$ cat config.mk
export PLATFORM = sky130hd
export DESIGN_NAME = pao_top
export DESIGN_NICKNAME = d
export VERILOG_FILES = /design/src/verilog/pao_pkg.sv /design/src/verilog/pao_fifo.sv /design/src/verilog/pao_corrector.sv /design/src/verilog/pao_top.sv
export VERILOG_INCLUDE_DIRS = /design/src /design/src/verilog
export SDC_FILE = /design/constraint.sdc
export NUM_CORES = 1
export LEC_CHECK = 0
export ABC_AREA = 1
export CAP_MARGIN = 20
export CORE_MARGIN = 8
export CORE_UTILIZATION = 35
export CTS_BUF_LIST = sky130_fd_sc_hd__clkbuf_4
export DETAILED_ROUTE_END_ITERATION = 7
export DONT_BUFFER_PORTS = 1
export GPL_ROUTABILITY_DRIVEN = 1
export GPL_TIMING_DRIVEN = 0
export PLACE_DENSITY = 0.57
export SLEW_MARGIN = 10
export SYNTH_ARGS = -nofsm -noshare
export SYNTH_HDL_FRONTEND = slang
export SYNTH_HIERARCHICAL = 1
export SYNTH_SLANG_ARGS = --single-unit
$ cat constraint.sdc
create_clock -name sys_clk_i -period 16.4 [get_ports sys_clk_i]
set_input_delay 3.28 -clock sys_clk_i [delete_from_list [all_inputs] [get_ports sys_clk_i]]
set_output_delay 3.28 -clock sys_clk_i [all_outputs]
set_load 0.02 [all_outputs]
$ cat src/verilog/pao_map.svh
/*
 * Constants for the pipeline output alignment block: widths, latency,
 * stage counts and field positions.
 * Assumes inclusion by bare name from the package and the port-level checker.
 */
`ifndef PAO_MAP_SVH
`define PAO_MAP_SVH
`define PAO_STAGES      8
`define PAO_STAGE_BITS  2
`define PAO_RAW_BITS    18
`define PAO_OUT_BITS    10
`define PAO_LATENCY     7
`define PAO_RETIME      2
`define PAO_FIFO_DEPTH  8
`define PAO_PAD         4
`define PAO_FIXED       3
`define PAO_PHASE_W     2
`define PAO_PH1         2'h1
`define PAO_PH2         2'h2
`define PAO_PH_NONE     2'h0
`endif

$ cat src/verilog/pao_pkg.sv
/*
 * Types shared by the pipeline output alignment block.
 * Assumes pao_map.svh is on the include path.
 */
`include "pao_map.svh"
package pao_pkg;
  // Two-phase generator states, Gray ordered
  typedef enum logic [1:0] {
    PAO_PH1_S  = 2'h0,
    PAO_GAP1_S = 2'h1,
    PAO_PH2_S  = 2'h3,
    PAO_GAP2_S = 2'h2
  } pao_phase_e;
  typedef logic [`PAO_RAW_BITS-1:0] pao_raw_t;
  typedef logic [`PAO_OUT_BITS-1:0] pao_word_t;
endpackage : pao_pkg

$ cat src/verilog/pao_fifo.sv
/*
 * Small synchronous FIFO with valid/ready on both sides.
 * Assumes one clock and an asynchronous active-high reset.
 */
`timescale 1ns/10ps
module pao_fifo #(
  parameter int WIDTH = 10,
  parameter int DEPTH = 8
) (
  input  wire logic             clk_i,
  input  wire logic             rst_i,
  input  wire logic [WIDTH-1:0] in_data_i,
  input  wire logic             in_valid_i,
  output logic                  in_ready_o,
  output logic [WIDTH-1:0]      out_data_o,
  output logic                  out_valid_o,
  input  wire logic             out_ready_i
);
  localparam int AW = $clog2(DEPTH);
  initial begin
    if (DEPTH < 2 || (1 << AW) != DEPTH || WIDTH < 1)
      $error("pao_fifo: DEPTH must be a power of two >= 2");
  end
  logic [WIDTH-1:0] mem_r [DEPTH];      // Storage
  logic [AW:0]      wp_r, wp_nxt;       // Write pointer
  logic [AW:0]      rp_r, rp_nxt;       // Read pointer
  logic             push, pop;
  // Full and empty from pointer wrap bits
  assign in_ready_o  = !((wp_r[AW] != rp_r[AW]) &&
                         (wp_r[AW-1:0] == rp_r[AW-1:0]));
  assign out_valid_o = (wp_r != rp_r);
  assign out_data_o  = mem_r[rp_r[AW-1:0]];
  assign push = in_valid_i && in_ready_o;
  assign pop  = out_valid_o && out_ready_i;
  // Next pointers
  always_comb begin
    wp_nxt = push ? wp_r + 1'b1 : wp_r;
    rp_nxt = pop ? rp_r + 1'b1 : rp_r;
  end
  // Pointer registers
  always_ff @(posedge clk_i or posedge rst_i) begin
    if (rst_i) begin
      wp_r <= '0;
      rp_r <= '0;
    end else begin
      wp_r <= wp_nxt;
      rp_r <= rp_nxt;
    end
  end
  // Storage write, no reset needed
  always_ff @(posedge clk_i) begin
    if (push) begin
      mem_r[wp_r[AW-1:0]] <= in_data_i;
    end
  end
endmodule : pao_fifo

$ cat src/verilog/pao_corrector.sv
/*
 * Error correction: adds the overlapping two-bit stage results into one
 * ten-bit two's complement word. Purely combinational.
 * Assumes the eighteen-bit input is already time aligned.
 */
`timescale 1ns/10ps
module pao_corrector
  import pao_pkg::*;
(
  input  wire pao_pkg::pao_raw_t  raw_i,
  output pao_pkg::pao_word_t      word_o
);
  // Overlap-add correction
  // Each stage weight is 2^(8-k); the redundancy bit of one stage overlaps
  // the decision bit of the next, so carries absorb comparator errors.
  function automatic pao_word_t correct(input pao_raw_t r);
    logic [`PAO_OUT_BITS:0] acc;
    acc = '0;
    for (int k = 0; k <= `PAO_STAGES; k++) begin
      acc = acc + ({{(`PAO_OUT_BITS-1){1'b0}},
                    r[`PAO_RAW_BITS-1-2*k -: 2]} << (`PAO_STAGES - k));
    end
    // Offset-binary sum to two's complement by MSB flip
    return {~acc[`PAO_OUT_BITS-1], acc[`PAO_OUT_BITS-2:0]};
  endfunction : correct
  assign word_o = correct(raw_i);
endmodule : pao_corrector

$ cat src/verilog/pao_top.sv
/*
 * Digital back end of the pipelined converter: phase generation, stage
 * alignment delay line, correction, output FIFO, double retiming and
 * format/enable handling of the result bus.
 * Assumes stage results arrive synchronously with sys_clk_i; each stage
 * bit pair is presented in the cycle its stage resolves the sample.
 */
`timescale 1ns/10ps
module pao_top
  import pao_pkg::*;
#(
  parameter int STAGES = `PAO_STAGES
) (
  input  wire logic                        sys_clk_i,
  input  wire logic                        sys_rst_i,
  input  wire logic [2*`PAO_STAGES+1:0]    stage_bits_i,
  input  wire logic                        output_format_select_i,
  input  wire logic                        out_enable_n_i,
  output logic [`PAO_PHASE_W-1:0]          phase_o,
  output logic [`PAO_STAGES:0]             stage_amp_o,
  output logic [`PAO_OUT_BITS-1:0]         conversion_result_bus_o,
  output logic [`PAO_OUT_BITS-1:0]         conversion_result_bus_oe_o,
  output logic                             result_valid_o
);
  import pao_pkg::*;

  // Latency budget, counted in clock edges after the flash pair is taken:
  //   edge 0       correction register captures the aligned word
  //   edges 1..4   padding taps carry the word and its valid flag
  //   edge 5       FIFO write; the head falls through at once
  //   edge 6       first retiming stage
  //   edge 7       second retiming stage drives the result bus
  // The padding exists only to land the word on the seventh edge; the
  // fixed part is the FIFO write plus the two retiming stages.
  // A capture circuit can therefore count edges from any flash pair taken from the fourth
  // edge after reset on and find the matching word without looking at the valid flag;
  // words from the first three edges are never written into the FIFO.
  // Changing the padding depth moves every result by the same amount.

  // Elaboration checks on the constants this logic depends on
  initial begin
    if (STAGES != `PAO_STAGES)
      $error("pao_top: only eight stages are supported");
    // Padding plus fixed stages must make up the whole latency
    if (`PAO_LATENCY != `PAO_PAD + `PAO_FIXED)
      $error("pao_top: latency budget does not add up");
    // Aligned word holds every stage pair plus the flash pair
    if (`PAO_RAW_BITS != `PAO_STAGE_BITS * (`PAO_STAGES + 1))
      $error("pao_top: raw word width mismatch");
    // At least one padding tap is assumed by the tap loops
    if (`PAO_PAD < 1)
      $error("pao_top: padding needs at least one tap");
  end

  // Sign bit flip
  // The two output codes differ only in the top bit
  function automatic pao_word_t flip_msb(input pao_word_t w);
    flip_msb                  = w;
    flip_msb[`PAO_OUT_BITS-1] = ~w[`PAO_OUT_BITS-1];
  endfunction : flip_msb

  // Aligned depth: stage k needs (STAGES - k) delays to meet the flash
  localparam int ND = `PAO_STAGES;

  // ---------------- Phase generation ----------------
  pao_phase_e               ph_r, ph_nxt;        // Phase state
  logic [`PAO_PHASE_W-1:0]  phase_r, phase_nxt;  // Registered phases
  logic [`PAO_STAGES:0]     amp_r, amp_nxt;      // Per-stage amplify flag

  always_comb begin
    ph_nxt = ph_r;
    unique case (ph_r)
      PAO_PH1_S:  ph_nxt = PAO_GAP1_S;
      PAO_GAP1_S: ph_nxt = PAO_PH2_S;
      PAO_PH2_S:  ph_nxt = PAO_GAP2_S;
      PAO_GAP2_S: ph_nxt = PAO_PH1_S;
    endcase
    // Gap states drive neither phase, so they never overlap
    unique case (ph_nxt)
      PAO_PH1_S:  phase_nxt = `PAO_PH1;
      PAO_PH2_S:  phase_nxt = `PAO_PH2;
      default:    phase_nxt = `PAO_PH_NONE;
    endcase
  end

  always_comb begin
    for (int k = 0; k <= `PAO_STAGES; k++) begin
      amp_nxt[k] = (phase_nxt == `PAO_PH2) ^ k[0];
    end
  end

  // Phase registers
  always_ff @(posedge sys_clk_i or posedge sys_rst_i) begin
    if (sys_rst_i) begin
      ph_r    <= PAO_PH1_S;
      phase_r <= `PAO_PH1;
      amp_r   <= '0;
    end else begin
      ph_r    <= ph_nxt;
      phase_r <= phase_nxt;
      amp_r   <= amp_nxt;
    end
  end
  assign phase_o     = phase_r;
  assign stage_amp_o = amp_r;

  // ---------------- Alignment delay line ----------------
  // Nine two-bit stage results
  logic [1:0] dly_r   [`PAO_STAGES][ND];   // Per-stage shift taps
  logic [1:0] dly_nxt [`PAO_STAGES][ND];
  pao_raw_t   raw_aligned;                 // Eighteen-bit aligned word
  logic [`PAO_LATENCY-1:0] vpipe_r, vpipe_nxt; // Sample-valid pipeline

  // Shift each stage by its distance
  always_comb begin
    for (int k = 0; k < `PAO_STAGES; k++) begin
      // Two bits per stage, redundancy included
      dly_nxt[k][0] = stage_bits_i[2*`PAO_STAGES+1-2*k -: 2];
      for (int j = 1; j < ND; j++) begin
        dly_nxt[k][j] = dly_r[k][j-1];
      end
    end
  end

  // Gather the aligned word; flash stage taken directly
  always_comb begin
    for (int k = 0; k < `PAO_STAGES; k++) begin
      raw_aligned[`PAO_RAW_BITS-1-2*k -: 2] = dly_r[k][ND-1-k];
    end
    raw_aligned[1:0] = stage_bits_i[1:0];
  end

  // Delay line registers
  always_ff @(posedge sys_clk_i or posedge sys_rst_i) begin
    if (sys_rst_i) begin
      for (int k = 0; k < `PAO_STAGES; k++) begin
        for (int j = 0; j < ND; j++) begin
          dly_r[k][j] <= 2'h0;
        end
      end
    end else begin
      dly_r <= dly_nxt;
    end
  end

  // ---------------- Correction ----------------
  pao_word_t corr_word;   // Corrected two's complement word
  pao_word_t corr_r;      // Correction output register

  pao_corrector u_corr (
    .raw_i  (raw_aligned),
    .word_o (corr_word)
  );

  // ---------------- Output FIFO ----------------
  logic      fifo_in_ready;    // Space available
  pao_word_t fifo_data;        // Head word
  logic      fifo_valid;       // Head present
  logic      corr_valid_r;     // Correction register holds a sample

  // Latency pipeline marks when real samples reach correction
  // Seven-cycle latency tracking
  always_comb begin
    vpipe_nxt = {vpipe_r[`PAO_LATENCY-2:0], 1'b1};
  end

  always_ff @(posedge sys_clk_i or posedge sys_rst_i) begin
    if (sys_rst_i) begin
      vpipe_r      <= '0;
      corr_r       <= '0;
      corr_valid_r <= 1'b0;
    end else begin
      vpipe_r      <= vpipe_nxt;
      corr_r       <= corr_word;
      corr_valid_r <= vpipe_r[`PAO_LATENCY-1-`PAO_RETIME-2];
    end
  end

  // ---------------- Latency padding ----------------
  // Plain shift taps between correction and the FIFO. They hold the
  // word and its valid flag side by side so both move in lock step;
  // a word never overtakes its flag, and no tap is ever skipped.
  pao_word_t             pad_r   [`PAO_PAD];  // Word delay taps
  pao_word_t             pad_nxt [`PAO_PAD];  // Next word taps
  logic [`PAO_PAD-1:0]   padv_r;              // Valid delay taps
  logic [`PAO_PAD-1:0]   padv_nxt;            // Next valid taps

  always_comb begin
    // First tap loads from the correction register
    pad_nxt[0]  = corr_r;
    padv_nxt[0] = corr_valid_r;
    // Remaining taps shift one place per clock
    for (int i = 1; i < `PAO_PAD; i++) begin
      pad_nxt[i]  = pad_r[i-1];
      padv_nxt[i] = padv_r[i-1];
    end
  end

  // Padding registers; cleared so no false valid leaves reset
  always_ff @(posedge sys_clk_i or posedge sys_rst_i) begin
    if (sys_rst_i) begin
      for (int i = 0; i < `PAO_PAD; i++) begin
        pad_r[i] <= '0;
      end
      padv_r <= '0;
    end else begin
      pad_r  <= pad_nxt;
      padv_r <= padv_nxt;
    end
  end

  pao_fifo #(
    .WIDTH (`PAO_OUT_BITS),
    .DEPTH (`PAO_FIFO_DEPTH)
  ) u_fifo (
    .clk_i       (sys_clk_i),
    .rst_i       (sys_rst_i),
    .in_data_i   (pad_r[`PAO_PAD-1]),
    .in_valid_i  (padv_r[`PAO_PAD-1]),
    .in_ready_o  (fifo_in_ready),
    .out_data_o  (fifo_data),
    .out_valid_o (fifo_valid),
    .out_ready_i (1'b1)
  );

  // ---------------- Retiming and output ----------------
  pao_word_t lat1_r, lat1_nxt;   // First retiming stage
  pao_word_t lat2_r, lat2_nxt;   // Second retiming stage
  logic      v1_r, v1_nxt;
  logic      v2_r, v2_nxt;
  logic [`PAO_OUT_BITS-1:0] oe_r, oe_nxt;  // Bus drive enables
  logic      ovf_r, ovf_nxt;     // Sticky: sample lost at full FIFO

  always_comb begin
    lat1_nxt = fifo_data;
    v1_nxt   = fifo_valid;
    lat2_nxt = output_format_select_i ? lat1_r : flip_msb(lat1_r);
    v2_nxt   = v1_r;
    oe_nxt   = {`PAO_OUT_BITS{~out_enable_n_i}};
    // Cannot occur while drained each cycle; kept for safety
    ovf_nxt  = ovf_r | (padv_r[`PAO_PAD-1] & ~fifo_in_ready);
  end

  always_ff @(posedge sys_clk_i or posedge sys_rst_i) begin
    if (sys_rst_i) begin
      lat1_r <= '0;
      lat2_r <= '0;
      v1_r   <= 1'b0;
      v2_r   <= 1'b0;
      oe_r   <= '0;
      ovf_r  <= 1'b0;
    end else begin
      lat1_r <= lat1_nxt;
      lat2_r <= lat2_nxt;
      v1_r   <= v1_nxt;
      v2_r   <= v2_nxt & ~ovf_nxt;
      oe_r   <= oe_nxt;
      ovf_r  <= ovf_nxt;
    end
  end

  assign conversion_result_bus_o    = lat2_r;
  assign conversion_result_bus_oe_o = oe_r;
  assign result_valid_o             = v2_r;
endmodule : pao_top

==> flow_summary.ini <==
[synthesis]
synth-seq-cells = 247
netlist_instances = 579
synth_area_um2 = 8260
yosysSeqAreaShare_pct = 79.7
synth_cell_types = 33
yosys_warnings = 6
avgSynthCellArea_um2 = 14.3

[sta]
rsz0062_at_grt = false
finalSetupTns_ns = 0
drv_slew = 0
holdWs_ns = 0.315
fmax_mhz = 211
worst_pin_slew_ns = 1.10
fin_crit_ns = 4.75
max_slew_margin_pct = 26.3
finalHoldViolCount = 0
setup_ws_ns = 11.65
layout_worst_path_cycle_share_pct = 29.0
finalSetupViolations = 0
skew_ns = 0.0439

[setup_path]
r2r_end = u_fifo/mem_r[1][0]
required_ns = 13.12
critPathKind = flop to output port
slowest_delay_ns = 0.60
slowest_stage = dfrtp_1
arrival_ns = 1.47
r2r-start = u_fifo/rp_r[0]
r2r_slack_ns = 14.07
cp_max_fo = 10
path_cells = buf_4
cp-end-kind = output port
crit_family = flip-flops
cp_num_buf_inv = 1
r2r_cells = 7
startpoint_type = flop

[global_route]
grt_pass1_wl_um = 22500
grt_pass1_vias = 4626
grt_use_total_pct = 9.89
antenna_found_initial = 1
grt_max_degree = 124
overflow = 0

[outcome]
status = completed

[cts]
cts_max_path_buffers = 3
clock_latency_ns = 0.67
h-tree-depth = 2
cts_hold_buf = 0
clk_pin_slew_worst_paths_ns = 0.07
post_cts_buffers = 0
cts_resized = 0
cts_root_buf = clkbuf_4
cts_buffers = 61
tritoncts = done
cts.sinks = 247

[layout]
area_growth_pct = 15.6
mostFrequentLayoutCells = 166 x dfrtp_1, 93 x clkbuf_4, 91 x nand2_1
fin_util_pct = 40.9
drive_gt1_share_pct = 21.6
layout.nets = 683
design_area_um2 = 9540
final_common_cell = dfrtp_1

[floorplanning]
core_um2 = 23300
ios = 54
initial_core_util_pct = 35.4
die_w_um = 170
fp-row-count = 56
dieArea_um2 = 28800
die_y_um = 170

[detailed_routing]
routedWlPerCell_um = 13.5
dr.pass1.iters = 6
drtIter0Drc = 218
vias_per_cell = 4.32
drt.antenna.violating_nets = 0
finalWirelength_um = 13800
route.detailed.drc = 0
vias = 4423

[hold_path]
holdCritPathClass = flop to flop
hold_start = padv_r[1]
min_to = padv_r[2]
whs_path_depth = 0

[power]
ir_worst_vdd_v = 0.0000741
internal-power_mw = 1.11
clkPwrFrac_pct = 31.6
seqPwrFrac_pct = 50.4
p_per_area_nw_per_um2 = 167
p_sw_share_pct = 30.6
leakage_nw = 4.16
p_switching_mw = 0.489
combPwrFrac_pct = 18.1

[place]
place_ws_ns = 11.89
port_buffers = 0
gp_congestion = 0.790
dpl.hpwl_um = 8180
placed_cell_area_um2 = 8710

[flow_run]
cap_viol_max_count = 0
[power groups by stage]
stage / combinational, mW / sequential [mW] / clock [mW]
finish: 0.288 / 0.803 / 0.503
CTS: 0.286 / 0.805 / 0.527
detailed placement: 0.285 / 0.816 / 0
global placement: 0.275 / 0.812 / 0
floorplan: 0.206 / 0.801 / 0
global route: 0.320 / 0.814 / 0.563
[worst max-delay path by stage]
stage / from / cells after the start / to / slack [ns]
2_1_floorplan: sys_rst_i / 1 / conversion_result_bus_o[0] / 8.83
3_3_place_gp: sys_rst_i / 1 / dly_nxt[109] / 7.32
3_5_place_dp: stage_bits_i[1] / 9 / corr_r[7] / 11.89
4_1_cts: conversion_result_bus_oe_o[0] / 1 / conversion_result_bus_oe_o[9] / 11.56
5_1_grt: conversion_result_bus_oe_o[0] / 1 / conversion_result_bus_oe_o[1] / 11.50
6_report: conversion_result_bus_oe_o[0] / 1 / conversion_result_bus_oe_o[9] / 11.65
[metal layers]
layer	vias up	part of all wire (%)	global-route usage, %
met5	-	0	0
met4	0	2.2	4.89
met3	29	7.5	3.44
met2	146	50	16.6
met1	2165	40	11.1
li1	2083	-	-
[flip-flops by register name (all words and copies together) (netlist names), 2 cells and up]
register / cells
conversion_result_bus_o: 10
corr_r: 10
dly_nxt: 70
dly_r: 2
lat1_r: 10
pad_nxt: 30
pad_r: 10
padv_r: 4
ph_r: 2
stage_amp_o: 2
u_fifo/mem_r: 80
u_fifo/rp_r: 4
u_fifo/wp_r: 4
vpipe_r: 3
[logic make-up (layout without fill, tap and decap cells)]
| kind of cell | count (synthesis) | count (layout) | share of synthesized area (%) |
|---|---|---|---|
| flip-flops | 247 | 247 | 79.7 |
| AND/OR/NAND/NOR | 179 | 179 | 9.25 |
| buffers and inverters | 71 | 190 | 4.30 |
| AO/OA/AOI/OAI | 63 | 63 | 4.17 |
| adder cells (fa/ha/maj) | 11 | 11 | 1.76 |
| XOR/XNOR | 7 | 7 | 0.743 |
| other | 1 | 7 | 0.0454 |
[cell usage after synthesis]
cell / n / share of area (%)
xor2_1: 3 / 0.32
dfrtp_1: 166 / 50
xnor2_1: 4 / 0.42
nand2_1: 91 / 4.1
clkinv_1: 1 / 0.045
nand3b_1: 2 / 0.18
edfxtp_1: 80 / 29
conb_1: 1 / 0.045
buf_2: 6 / 0.36
buf_1: 1 / 0.045
clkbuf_1: 6 / 0.27
nor2_2: 2 / 0.15
o21ai_0: 37 / 2.2
nand3_1: 16 / 0.97
buf_6: 1 / 0.14
nand4_4: 1 / 0.26
nand3_2: 1 / 0.12
o21ai_1: 3 / 0.18
clkbuf_2: 3 / 0.18
inv_1: 30 / 1.4
fa_1: 1 / 0.24
buf_4: 18 / 1.6
dfstp_2: 1 / 0.32
a21oi_2: 1 / 0.11
nor2_1: 54 / 2.5
nand2_4: 1 / 0.14
a21oi_1: 2 / 0.12
or2_1: 2 / 0.15
inv_2: 4 / 0.18
nand2_2: 9 / 0.68
ha_1: 10 / 1.5
inv_4: 1 / 0.076
o22ai_1: 20 / 1.5
[stage by stage]
| stage | instances | total power, mW |
|---|---|---|
| finish | 1023 | 1.60 |
| floorplan | 584 | 1.01 |
| detailed placement | 904 | 1.10 |
| CTS | 1020 | 1.62 |
| global route | 1023 | 1.70 |
| global placement | 903 | 1.09 |
[area by class of cell]
class	count	area (µm²)
Tap cell	319	399
Clock buffer	93	698
Antenna cell	1	2.50
Timing Repair Buffer	3	42.5
Buffer	35	218
Inverter	36	145
Clock inverter	23	118
Sequential cell	247	6580
Fill cell	2172	13800
Multi-Input combinational cell	266	1340
No activity file was read; power rests on OpenSTA's default activity.
